--- config.mk ---
export PLATFORM = sky130hd
export DESIGN_NAME = rtc_irq_event_trim_control
export DESIGN_NICKNAME = d
export VERILOG_FILES = /design/src/shared/rtc_ctrl_pkg.sv /design/src/verilog/rtc_irq_event_trim_control.sv
export SDC_FILE = /design/constraint.sdc
export NUM_CORES = 1
export LEC_CHECK = 0
export BUFFER_PORTS_ARGS = -buffer_cell sky130_fd_sc_hd__buf_2
export CAP_MARGIN = 20
export CORE_MARGIN = 5
export CORE_UTILIZATION = 40
export CTS_CLUSTER_DIAMETER = 60
export DETAILED_ROUTE_END_ITERATION = 10
export GPL_TIMING_DRIVEN = 0
export PLACE_DENSITY = 0.55
export RECOVER_POWER = 25
export SLEW_MARGIN = 5
export SYNTH_ARGS = -nofsm -noshare
export SYNTH_HDL_FRONTEND = slang
export SYNTH_SLANG_ARGS = --single-unit
--- constraint.sdc ---
create_clock -name CLK_SYS_I -period 2.9 [get_ports CLK_SYS_I]
set_input_delay 0.29 -clock CLK_SYS_I [delete_from_list [all_inputs] [get_ports CLK_SYS_I]]
set_output_delay 0.29 -clock CLK_SYS_I [all_outputs]
set_load 0.01 [all_outputs]
--- src/shared/rtc_ctrl_pkg.sv ---
package rtc_ctrl_pkg;
    // register offsets (device byte addresses) and the register reset value
    localparam logic [7:0] IRQ_OUTPUT_CONTROL_ADDR = 8'h08;
    localparam logic [7:0] TAMPER_CONFIG_ADDR      = 8'h09;
    localparam logic [7:0] CRYSTAL_LOAD_TRIM_ADDR  = 8'h0a;
    localparam logic [7:0] REG_RESET               = 8'h00;

    // irq_output_control fields
    localparam int FREQ_SELECT_LSB    = 0;
    localparam int PIN_OFF_BAT_BIT    = 4;
    localparam int LOW_POWER_BIT      = 5;
    localparam int ALARM_ENABLE_BIT   = 6;
    localparam int ALARM_PULSE_BIT    = 7;
    // tamper_config fields, then the crystal load trim field
    localparam int SAMPLE_RATE_LSB    = 0;
    localparam int DEBOUNCE_LSB       = 2;
    localparam int TAMPER_ENABLE_BIT  = 4;
    localparam int HALT_ON_EVENT_BIT  = 5;
    localparam int EVOUT_OFF_BAT_BIT  = 6;
    localparam int PULLUP_DISABLE_BIT = 7;
    localparam int CAP_TRIM_LSB       = 0;

    // timing: the oscillator enable arrives as a one-cycle tick at 32768 Hz
    localparam int OSC_HZ           = 32768;
    localparam int PRESCALE_W       = 20;
    localparam int PULSE_MS         = 250;
    localparam int PULSE_OSC_TICKS  = OSC_HZ * PULSE_MS / 1000;
    localparam int DEB1_US          = 3900;
    localparam int DEB2_US          = 15625;
    localparam int DEB3_US          = 31250;
    localparam int DEB1_TICKS       = (OSC_HZ * DEB1_US + 999999) / 1000000;
    localparam int DEB2_TICKS       = (OSC_HZ * DEB2_US + 999999) / 1000000;
    localparam int DEB3_TICKS       = (OSC_HZ * DEB3_US + 999999) / 1000000;
    localparam int TICKS_2HZ        = OSC_HZ / 2;
    localparam int TICKS_1HZ        = OSC_HZ;
    localparam int TICKS_QHZ        = OSC_HZ * 4;
    localparam logic [5:0] CAP_MID  = 6'h00;

    typedef struct packed {
        logic       alarm_pulse_mode;
        logic       alarm_enable;
        logic       low_power_switchover;
        logic       pin_off_in_battery;
        logic [3:0] freq_select;
    } irq_ctrl_t;

    typedef struct packed {
        logic       pullup_disable;
        logic       event_out_off_in_battery;
        logic       halt_on_event;
        logic       tamper_enable;
        logic [1:0] event_debounce_time;
        logic [1:0] event_sample_rate;
    } tamper_cfg_t;

    typedef enum logic [1:0] {
        EV_IDLE   = 2'b00,
        EV_FILTER = 2'b01,
        EV_HELD   = 2'b11
    } ev_state_t;
endpackage

--- src/verilog/rtc_irq_event_trim_control.sv ---
// Summary of operation
// four-bit freq_select picks square wave on shared pin; zero turns it off (code 1 drives a one-cycle low pulse per tick, not a square)
// nonzero freq_select drives frequency on pin and disables the alarm
// pin_off_in_battery with backup supply releases the shared pin entirely
// switchover: bit 0 needs both comparators, bit 1 only the hysteresis one
// alarm matching and signalling work only while alarm_enable is one
// pulse mode: each alarm gives one 250 ms low pulse, repeats every match
// standard mode: alarm holds pin low until alarm flag is cleared
// sample rate: 00 continuous, 01 2 Hz, 10 1 Hz, 11 quarter hertz
// debounce: 00 none, 01 3.9 ms, 10 15.625 ms, 11 31.25 ms
// debounce applies only in sampled modes, ignored when continuous
// tamper detection only while tamper enable bit is one
// halt_on_event plus detected event stops the timekeeping counters
// a valid time write resumes counting and clears halt_on_event
// halt on event only works with tamper detection enabled
// event_out_off_in_battery with backup supply keeps detect output idle
// pullup_disable one turns tamper pull-up off, zero turns it on
// six-bit trim to both arrays, top bit inverted, code zero mid-scale
// tamper input high sets event flag and pulls detect output low
// enabled alarm match sets the alarm flag
// frequencies and sample ticks from one shared prescaler; debounce counts ticks in its own counter
`timescale 1ns/100ps
`default_nettype none
module rtc_irq_event_trim_control (
    input  wire logic       CLK_SYS_I,
    input  wire logic       RST_I,
    input  wire logic       OSC_TICK_I,
    input  wire logic       REG_WR_I,
    input  wire logic [7:0] REG_ADDR_I,
    input  wire logic [7:0] REG_WDATA_I,
    output logic      [7:0] REG_RDATA_O,
    input  wire logic       TIME_WRITE_I,
    input  wire logic       ALARM_MATCH_I,
    input  wire logic       ALARM_FLAG_CLR_I,
    input  wire logic       EVENT_FLAG_CLR_I,
    input  wire logic       TAMPER_INPUT_I,
    input  wire logic       VDD_BELOW_BAT_I,
    input  wire logic       VDD_BELOW_TRIP_I,
    output logic            ON_BATTERY_O,
    output logic            IRQ_FREQ_O,
    output logic            IRQ_FREQ_OE_O,
    output logic            TAMPER_DETECT_OE_O,
    output logic            PULLUP_EN_O,
    output logic            ALARM_FLAG_O,
    output logic            EVENT_FLAG_O,
    output logic            COUNT_HALT_O,
    output logic      [5:0] CAP_TRIM_X1_O,
    output logic      [5:0] CAP_TRIM_X2_O
);
    import rtc_ctrl_pkg::*;

    irq_ctrl_t   irq_reg, irq_next;
    tamper_cfg_t ev_reg, ev_next;
    logic [7:0]  trim_reg, trim_next;
    logic [PRESCALE_W-1:0] pre_reg, pre_next;
    logic        alarm_flag_reg, alarm_flag_next;
    logic        event_flag_reg, event_flag_next;
    logic        halt_reg, halt_next;
    logic        halt_next_ev;
    logic        bat_reg, bat_next;
    logic [13:0] pulse_cnt_reg, pulse_cnt_next;
    logic [10:0] deb_cnt_reg, deb_cnt_next;
    ev_state_t   ev_state_reg, ev_state_next;
    logic        pin_o_reg, pin_o_next, pin_oe_reg, pin_oe_next;
    logic        det_oe_reg, det_oe_next, pull_reg, pull_next;
    logic [7:0]  rdata_reg, rdata_next;
    logic        alarm_hit, sample_tick, freq_wave;

    // selected rate is a prescaler bit; 32768 Hz is the tick itself
    function automatic logic freq_bit(input logic [3:0] sel, input logic [PRESCALE_W-1:0] p);
        unique case (sel)
            4'h2: freq_bit = p[2];
            4'h3: freq_bit = p[4];
            4'h4: freq_bit = p[8];
            4'h5: freq_bit = p[9];
            4'h6: freq_bit = p[10];
            4'h7: freq_bit = p[11];
            4'h8: freq_bit = p[12];
            4'h9: freq_bit = p[13];
            4'ha: freq_bit = p[14];
            4'hb: freq_bit = p[15];
            4'hc: freq_bit = p[16];
            4'hd: freq_bit = p[17];
            4'he: freq_bit = p[18];
            4'hf: freq_bit = p[19];
            default: freq_bit = 1'b1;
        endcase
    endfunction

    function automatic logic [10:0] deb_len(input logic [1:0] code);
        unique case (code)
            2'b01: deb_len = 11'(DEB1_TICKS);
            2'b10: deb_len = 11'(DEB2_TICKS);
            2'b11: deb_len = 11'(DEB3_TICKS);
            default: deb_len = 11'h000;
        endcase
    endfunction

    // top rate has no faster source than the tick: a narrow pulse, not a square
    always_comb begin
        freq_wave = 1'b1;
        if (irq_reg.freq_select == 4'h1) begin
            freq_wave = !OSC_TICK_I;
        end else if (irq_reg.freq_select != 4'h0) begin
            freq_wave = freq_bit(irq_reg.freq_select, pre_reg);
        end
        sample_tick = 1'b0;
        if (OSC_TICK_I) begin
            unique case (ev_reg.event_sample_rate)
                2'b00: sample_tick = 1'b1;
                2'b01: sample_tick = (pre_reg[13:0] == 14'h3fff);
                2'b10: sample_tick = (pre_reg[14:0] == 15'h7fff);
                2'b11: sample_tick = (pre_reg[16:0] == 17'h1ffff);
            endcase
        end
        alarm_hit = ALARM_MATCH_I && irq_reg.alarm_enable
                    && (irq_reg.freq_select == 4'h0);
    end

    always_comb begin
        irq_next  = irq_reg;
        ev_next   = ev_reg;
        trim_next = trim_reg;
        rdata_next = rdata_reg;
        if (REG_WR_I) begin
            unique case (REG_ADDR_I)
                IRQ_OUTPUT_CONTROL_ADDR: irq_next = irq_ctrl_t'(REG_WDATA_I);
                TAMPER_CONFIG_ADDR:      ev_next  = tamper_cfg_t'(REG_WDATA_I);
                CRYSTAL_LOAD_TRIM_ADDR:  trim_next = REG_WDATA_I;
                default: ;
            endcase
        end
        if (TIME_WRITE_I) begin
            ev_next.halt_on_event = 1'b0;
        end
        unique case (REG_ADDR_I)
            IRQ_OUTPUT_CONTROL_ADDR: rdata_next = irq_reg;
            TAMPER_CONFIG_ADDR:      rdata_next = ev_reg;
            CRYSTAL_LOAD_TRIM_ADDR:  rdata_next = trim_reg;
            default:                 rdata_next = 8'h00;
        endcase
    end

    // supply switchover and status flags; hardware set beats clear
    always_comb begin
        pre_next = pre_reg;
        if (OSC_TICK_I) begin
            pre_next = pre_reg + 1'b1;
        end
        bat_next = irq_reg.low_power_switchover ? VDD_BELOW_BAT_I
                   : (VDD_BELOW_BAT_I && VDD_BELOW_TRIP_I);
        alarm_flag_next = alarm_flag_reg;
        if (ALARM_FLAG_CLR_I) begin
            alarm_flag_next = 1'b0;
        end
        if (alarm_hit) begin
            alarm_flag_next = 1'b1;
        end
        halt_next = halt_reg;
        if (TIME_WRITE_I) begin
            halt_next = 1'b0;
        end
    end

    // tamper detector: sample, optional debounce, then latch
    always_comb begin
        ev_state_next   = ev_state_reg;
        deb_cnt_next    = deb_cnt_reg;
        halt_next_ev    = 1'b0;
        event_flag_next = event_flag_reg;
        if (EVENT_FLAG_CLR_I) begin
            event_flag_next = 1'b0;
        end
        if (!ev_reg.tamper_enable) begin
            ev_state_next = EV_IDLE;
            deb_cnt_next  = 11'h000;
        end else begin
            unique case (ev_state_reg)
                EV_IDLE: begin
                    if (sample_tick && TAMPER_INPUT_I) begin
                        if (ev_reg.event_sample_rate == 2'b00
                            || ev_reg.event_debounce_time == 2'b00) begin
                            ev_state_next = EV_HELD;
                        end else begin
                            ev_state_next = EV_FILTER;
                            deb_cnt_next  = deb_len(ev_reg.event_debounce_time);
                        end
                    end
                end
                EV_FILTER: begin
                    if (!TAMPER_INPUT_I) begin
                        ev_state_next = EV_IDLE;
                    end else if (OSC_TICK_I) begin
                        if (deb_cnt_reg <= 11'h001) begin
                            ev_state_next = EV_HELD;
                        end else begin
                            deb_cnt_next = deb_cnt_reg - 11'h001;
                        end
                    end
                end
                EV_HELD: begin
                    if (!TAMPER_INPUT_I) begin
                        ev_state_next = EV_IDLE;
                    end
                end
            endcase
        end
        if (ev_state_next == EV_HELD && ev_state_reg != EV_HELD) begin
            event_flag_next = 1'b1;
            if (ev_reg.halt_on_event && ev_reg.tamper_enable) begin
                halt_next_ev = 1'b1;
            end
        end
    end

    // pin drivers: one-way buffers are modelled as open-drain lows
    always_comb begin
        pulse_cnt_next = pulse_cnt_reg;
        if (alarm_hit && irq_reg.alarm_pulse_mode) begin
            pulse_cnt_next = 14'(PULSE_OSC_TICKS);
        end else if (OSC_TICK_I && pulse_cnt_reg != 14'h0000) begin
            pulse_cnt_next = pulse_cnt_reg - 14'h0001;
        end
        pin_o_next  = 1'b0;
        pin_oe_next = 1'b0;
        if (bat_reg && irq_reg.pin_off_in_battery) begin
            pin_oe_next = 1'b0;
        end else if (irq_reg.freq_select != 4'h0) begin
            pin_oe_next = !freq_wave;
        end else if (irq_reg.alarm_enable) begin
            if (irq_reg.alarm_pulse_mode) begin
                pin_oe_next = (pulse_cnt_next != 14'h0000);
            end else begin
                pin_oe_next = alarm_flag_next;
            end
        end
        det_oe_next = event_flag_next
                      && !(bat_reg && ev_reg.event_out_off_in_battery);
        pull_next = !ev_reg.pullup_disable;
    end

    always_ff @(posedge CLK_SYS_I) begin
        if (RST_I) begin
            irq_reg        <= irq_ctrl_t'(REG_RESET);
            ev_reg         <= tamper_cfg_t'(REG_RESET);
            trim_reg       <= REG_RESET;
            rdata_reg      <= 8'h00;
            pre_reg        <= '0;
            bat_reg        <= 1'b0;
            alarm_flag_reg <= 1'b0;
            event_flag_reg <= 1'b0;
            halt_reg       <= 1'b0;
            pulse_cnt_reg  <= 14'h0000;
            deb_cnt_reg    <= 11'h000;
            ev_state_reg   <= EV_IDLE;
            pin_o_reg      <= 1'b0;
            pin_oe_reg     <= 1'b0;
            det_oe_reg     <= 1'b0;
            pull_reg       <= 1'b1;
        end else begin
            irq_reg        <= irq_next;
            ev_reg         <= ev_next;
            trim_reg       <= trim_next;
            rdata_reg      <= rdata_next;
            pre_reg        <= pre_next;
            bat_reg        <= bat_next;
            alarm_flag_reg <= alarm_flag_next;
            event_flag_reg <= event_flag_next;
            halt_reg       <= halt_next | halt_next_ev;
            pulse_cnt_reg  <= pulse_cnt_next;
            deb_cnt_reg    <= deb_cnt_next;
            ev_state_reg   <= ev_state_next;
            pin_o_reg      <= pin_o_next;
            pin_oe_reg     <= pin_oe_next;
            det_oe_reg     <= det_oe_next;
            pull_reg       <= pull_next;
        end
    end

    // trim word is passed as-is; the array inverts bit 5 for mid-scale zero
    assign CAP_TRIM_X1_O      = trim_reg[5:0];
    assign CAP_TRIM_X2_O      = trim_reg[5:0];
    assign REG_RDATA_O        = rdata_reg;
    assign ON_BATTERY_O       = bat_reg;
    assign IRQ_FREQ_O         = pin_o_reg;
    assign IRQ_FREQ_OE_O      = pin_oe_reg;
    assign TAMPER_DETECT_OE_O = det_oe_reg;
    assign PULLUP_EN_O        = pull_reg;
    assign ALARM_FLAG_O       = alarm_flag_reg;
    assign EVENT_FLAG_O       = event_flag_reg;
    assign COUNT_HALT_O       = halt_reg;

    property p_pulse_len;
        @(posedge CLK_SYS_I) disable iff (RST_I)
        (alarm_hit && irq_reg.alarm_pulse_mode) |=> (pulse_cnt_reg == 14'(PULSE_OSC_TICKS));
    endproperty
    chk_alarm_pulse_load: assert property (p_pulse_len) else $error("pulse not loaded");
    chk_alarm_flag_set: assert property (@(posedge CLK_SYS_I) disable iff (RST_I)
        alarm_hit |=> alarm_flag_reg) else $error("alarm flag missed");
    chk_alarm_off_freq: assert property (@(posedge CLK_SYS_I) disable iff (RST_I)
        (irq_reg.freq_select != 4'h0 && ALARM_MATCH_I && !ALARM_FLAG_CLR_I)
        |=> (alarm_flag_reg == $past(alarm_flag_reg))) else $error("alarm with freq");
    chk_pin_battery_off: assert property (@(posedge CLK_SYS_I) disable iff (RST_I)
        (bat_reg && irq_reg.pin_off_in_battery) |=> !pin_oe_reg) else $error("pin on in battery");
    chk_std_alarm_hold: assert property (@(posedge CLK_SYS_I) disable iff (RST_I)
        (irq_reg.freq_select == 4'h0 && irq_reg.alarm_enable && !irq_reg.alarm_pulse_mode
         && !bat_reg && alarm_flag_next) |=> pin_oe_reg) else $error("alarm low lost");
    chk_tamper_disabled: assert property (@(posedge CLK_SYS_I) disable iff (RST_I)
        !ev_reg.tamper_enable |=> ev_state_reg == EV_IDLE) else $error("detect while off");
    chk_halt_resume: assert property (@(posedge CLK_SYS_I) disable iff (RST_I)
        (TIME_WRITE_I && !halt_next_ev) |=> (!halt_reg && !ev_reg.halt_on_event))
        else $error("halt not cleared");
    chk_pullup_follow: assert property (@(posedge CLK_SYS_I) disable iff (RST_I)
        ##1 (pull_reg == !$past(ev_reg.pullup_disable))) else $error("pullup wrong");
    chk_switchover: assert property (@(posedge CLK_SYS_I) disable iff (RST_I)
        (!irq_reg.low_power_switchover && !VDD_BELOW_TRIP_I) |=> !bat_reg)
        else $error("switch without trip");
endmodule
`default_nettype wire
; ---- Word-level counts from Yosys, hierarchy flattened
; Cells that the tools add are included.
; Widths: inputs -> output; s select.
[totals]
register_bits = 86
in_bits = 27
out_inout_bits = 28
wordCells = 131
[classes]
n_addsub = 3
n_lt_le_gt_ge = 1
eq_ne = 36
n_mux = 34
n_bitwise = 2
n_reduce_logical = 31
[op_table]
columns = op, n
row1 = $mux 11, 5
row2 = $pmux 11 s3, 1
row3 = $eq 4x4->1 const B, 8
row4 = $mux 14, 2
row5 = $reduce_bool 14->1, 2
row6 = $eq 8x4->1 const B, 3
row7 = $pmux 8 s3, 1
row8 = $pmux 11 s2, 1
row9 = $add 20x1->20 const B, 1
row10 = $eq 17x17->1 const B, 1
row11 = $eq 4x3->1 const B, 4
row12 = $eq 15x15->1 const B, 1
row13 = $eq 14x14->1 const B, 1
row14 = $mux 1, 14
row15 = $mux 2, 7
row16 = $pmux 1 s14, 1
row17 = $sub 14x1->14 const B, 1
row18 = $eq 2x2->1 const B, 6
row19 = $ne 2x2->1 const B, 6
row20 = $le 11x1->1 const B, 1
row21 = $logic_and 1x1->1, 11
row22 = $sub 11x1->11 const B, 1
row23 = $eq 4x2->1 const B, 2
row24 = $eq 2x1->1 const B, 3
row25 = 14 further kinds, 23

; ---- Depth between registers and ports, before layout
[depth]
ltp_word = 11
depth_mapped = 11

; ---- Least setup slack after synthesis
; No wires, ideal clock.
[synth_timing]
path_type = reg-to-reg
start = reg pre_reg[0]
end = reg det_oe_reg (netlist: TAMPER_DETECT_OE_O)
setup_time_ns = 0.119
arrival_time_ns = 2.417
t_required_ns = 2.781
slack_ns = 0.364
path_stages_with_launch = 12
n_path_buf = 0
synth_period_minus_slack_ns = 2.536
cell_sequence = dfxtp_1 -> ha_1 -> and4_1 -> and4bb_2 -> and3_1 -> ha_1 -> and3_1 -> a31oi_1 -> nand2_1 -> a22o_1 -> a32o_2 -> a21boi_2
[synth_between]
elab_chain_len = 11
[synth_lines]
columns = item, line_no
row1 = "start, declared", rtc_irq_event_trim_control.sv:55  ; logic [PRESCALE_W-1:0] pre_reg, pre_next;
row2 = "start signal, assigned", rtc_irq_event_trim_control.sv:265  ; pre_reg <= pre_next;
row3 = $eq 17x17->1 (tied with other cells), rtc_irq_event_trim_control.sv:113  ; 2'b11: sample_tick = (pre_reg[16:0] == 17'h1ffff);
row4 = $pmux 1 s4 (*), rtc_irq_event_trim_control.sv:109  ; unique case (ev_reg.event_sample_rate)
row5 = $mux 1 (*), rtc_irq_event_trim_control.sv:108  ; if (OSC_TICK_I) begin
row6 = $logic_and 1x1->1 (*), rtc_irq_event_trim_control.sv:180  ; if (sample_tick && TAMPER_INPUT_I) begin
row7 = $mux 2 (*), rtc_irq_event_trim_control.sv:180
row8 = $pmux 2 s3 (*), rtc_irq_event_trim_control.sv:178  ; unique case (ev_state_reg)
row9 = $mux 2 (*), rtc_irq_event_trim_control.sv:174  ; if (!ev_reg.tamper_enable) begin
row10 = $eq 2x2->1 (*), rtc_irq_event_trim_control.sv:208  ; if (ev_state_next == EV_HELD && ev_state_reg != EV_HELD) begin
row11 = $logic_and 1x1->1 (*), rtc_irq_event_trim_control.sv:208
row12 = $mux 1 (*), rtc_irq_event_trim_control.sv:208
row13 = $logic_and 1x1->1 (*), rtc_irq_event_trim_control.sv:238  ; && !(bat_reg && ev_reg.event_out_off_in_battery);
row14 = "end signal, assigned", rtc_irq_event_trim_control.sv:275  ; det_oe_reg <= det_oe_next;
row15 = "end, declared", rtc_irq_event_trim_control.sv:65  ; logic det_oe_reg, det_oe_next, pull_reg, pull_next;
; Mark *: on every way between the ends. The rest lies on a longest branch, timed or not.
; A chain may end at the register's enable or synchronous reset.

; ---- Worst setup path after layout
; Ends and elaborated chain as after synthesis.

==> results by group <==
Run status
  • Status: finished clean

Yosys
  • XOR/XNOR Fraction of Synth Area: 0.0547
  • Synth Area in Compound Gates: 0.112
  • Commonest cells in the netlist: nor2_1, dfxtp_1, mux2i_1
  • Mapped Nets: between 500 and 600
  • Most frequent cell after synthesis: nor2_1
  • Cell taking the most area after synthesis: dfxtp_1
  • Asr flop ratio synth: 0
  • Mapped cell area: 0.00416 mm2
  • Flops & latches, synth: 86
  • Mux cell area share after synthesis: 0.105
  • Top-area cell type share of the netlist area: 0.413
  • Synth Area per Inst: roughly 8.6 um2
  • Post-synthesis cell count: ~490
  • Synth unique cells: 55
  • Adder-Cell Fraction of Synth Area: 0.0180
  • Syn. warnings: 0
  • Number of synthesized flops with an enable pin: 0
  • Largest family of logic cells by synthesized area: simple AND/OR/NAND/NOR gates
  • Simple-Gate Fraction of Synth Area: 0.248
  • Dominant cells by area after synthesis: dfxtp_1, mux2i_1, nor2_1, a21oi_1, xor2_1
  • Most used DFF post-synth: dfxtp_1
  • Seq/Total Area, Yosys: 0.413

Power and ir drop
  • Power per cell area: approximately 570 mW/mm2
  • Leakage: ~1.9 nW
  • Peak VDD IR: between 0.0003 and 0.0004 V

Worst setup path
  • CP delay by family, top: simple AND/OR/NAND/NOR gates
  • Critical Path Source: pre_reg[0]$_SDFFE_PP0P_
  • Critical path required time: 3.16 ns
  • Cell mode on critical path: and3_1
  • Critical path launch point type: flip-flop
  • Crit-path slowest cell: dfxtp_1
  • Setup CP Type: flip-flop to flip-flop
  • Crit-path cells: ha_2 > and4_1 > and4bb_2 > and3_1 > ha_1 > and3_1 > a31oi_2 > nand2_1 > a22o_1 > a32o_2 > a21boi_2
  • CP max stage delay: ~0.36 ns
  • Worst reg2reg startpoint: pre_reg[0]$_SDFFE_PP0P_
  • Critical path data arrival time: approximately 3.0 ns
  • CP Max Fanout: 4
  • Worst Path Buf+Inv: 0
  • CP Capture Type: flip-flop

Clocking
  • Worst-skew pair later-pin latency: around 0.37 ns
  • Clock sink count: 86
  • CTS H-tree depth: 3
  • Post-CTS setup buffer count: 0
  • Clk slew on worst S/H paths: approximately 0.10 ns
  • Clock tree buffer depth: 2
  • CTS tree: done
  • Num CTS Buffers: 9
  • Clock Root Buffer: clkbuf_8

STA
  • Setup Viol. Count Final: 0
  • Final min period: roughly 2.7 ns
  • Fin. max-slew vios: 0
  • Post-route clock period utilization: 0.938
  • Relative slew margins: 0.533
  • RSZ-0062 raised after global routing: false
  • Least-Margin Pin Slew: between 0.7 and 0.8 ns
  • Clock skew: ~0.016 ns
  • Final Worst Setup Slack: 0.179 ns
  • Final hold vios: 0
  • F_max: 367 MHz
  • Setup TNS: 0 ns

Finish
  • Layout Nets: just under 600
  • Area growth syn-to-layout: 14.8%
  • Max FFs per register: 20
  • Ant diodes: 0
  • Share of layout cells above drive strength 1: 0.152

Die
  • Die ar.: 0.0126 mm2
  • # IOs: 55
  • Die Y: 112 um
  • Core Region: between 0.01 and 0.015 mm2
  • Chip Width: ~110 um
  • Initial Utilization: 0.407
  • FP Rows: 37

Global route
  • Number of global-route vias before repair: approximately 3,400
  • Global Route Usage Sum: 0.159
  • Initial antenna violation count: 0
  • GRT overflow: 0
  • Largest net degree at the start of global routing: 17
  • First-pass GRT wire length: ~16,000 um

Detailed routing
  • WL final: around 9700 um
  • DR pass1 iterations: 4
  • Drt drc: 0
  • ANT nets after route: 0
  • DR iter-0 viols: around 160
  • Drt via density: 5.04
  • Vias after detailed routing: about 3,500
  • Routed wire per std cell: roughly 14 um

Min path
  • Tightest Hold Check Type: input pin to flip-flop
  • Hold_sp: TIME_WRITE_I

Placed design
  • IO Port Bufs: 52
  • Placer Congestion: approximately 0.8
  • Dpl ws: around 0.039 ns
  • DP HPWL: between 7000 and 8000 um

Run
  • Max cap viols: 0
area by class of cell:
cell class,count,area (um2)
Tap cell,136,170
Sequential cell,86,1720
Buffer,29,160
Inverter,10,37.5
Multi-Input combinational cell,360,2260
Clock buffer,10,138
Clock inverter,6,53.8
Fill cell,1038,5450
Timing Repair Buffer,52,241
per-layer routing:
layer	global-route usage	share of wire	vias up
li1	-	-	1807
met1	0.199	0.48	1630
met2	0.272	0.48	31
met3	0.0474	0.032	6
met4	0.0361	0.0087	0
met5	0	0	-
through the flow:
stage               cell area [um2]  hold WS [ns]   util  cells  total power, W
finish                         4780         0.112  0.467    689         0.00272
CTS                            4790        0.0850  0.468    689         0.00277
floorplan                      4160         0.369      -    485         0.00179
detailed placement             4590         0.411  0.449    673         0.00194
global placement               4590         0.401  0.449    673         0.00192
global route                   4780        0.0981  0.467    689         0.00290
where the power goes:
group          switching, W  internal [W]
clock network      0.000467      0.000348
registers         0.0000649       0.00124
logic              0.000350      0.000253
total              0.000882       0.00184
cells in the final DEF, fill, tap and decap left out, types with 5 or more instances in the layout:
cell type and count:
or3_1 7, and3_1 5, o21ai_0 13, clkbuf_8 10
dfxtp_1 86, nand3b_1 5, nor3_1 8, nor2_1 98
buf_2 39, xnor2_1 9, buf_4 8, xor2_1 17
nand2_1 35, clkbuf_1 27, inv_1 10, mux2i_1 37
nand4_1 8, ha_1 5, clkbuf_4 5, a21oi_1 34
nand3_1 11, nand2b_1 5
timing repair:
item	in CTS	in global routing
setup endpoints to repair	0	6
endpoints found under the hold margin	0	0
hold buffers	0	0
gates resized for setup	0	3
worst register-to-register path: cells and delay by family (launching register included):
| family | cells | cell delay [ns] |
|---|---|---|
| AOI/OAI and AO/OA | 4 | 0.87 |
| adders and majority gates | 2 | 0.41 |
| DFF | 1 | 0.36 |
| and+or+nand+nor | 5 | 0.98 |
kinds of logic (layout without fill, tap and decap cells):
| logic type | after synthesis | count (layout) |
|---|---|---|
| mux | 40 | 40 |
| flops | 86 | 86 |
| simple gates | 211 | 211 |
| xor+xnor | 26 | 26 |
| compound gates | 76 | 76 |
| buf+inv | 39 | 107 |
| other cells | 1 | 1 |
| fa+ha+maj | 6 | 6 |
path summary, 6_finish.rpt:
| kind | cells past startpoint | slack [ns] | to |
|---|---|---|---|
| worst max register to register | 11 | 0.18 | TAMPER_DETECT_OE_O$_SDFF_PP0_ |
| worst min register to register | 1 | 0.43 | PULLUP_EN_O$_SDFF_PP1_ |
| worst max-delay path | 11 | 0.18 | TAMPER_DETECT_OE_O$_SDFF_PP0_ |
| worst min-delay path | 2 | 0.11 | ev_reg[5]$_SDFFE_PP0P_ |
No activity file was read; power rests on OpenSTA's default activity.
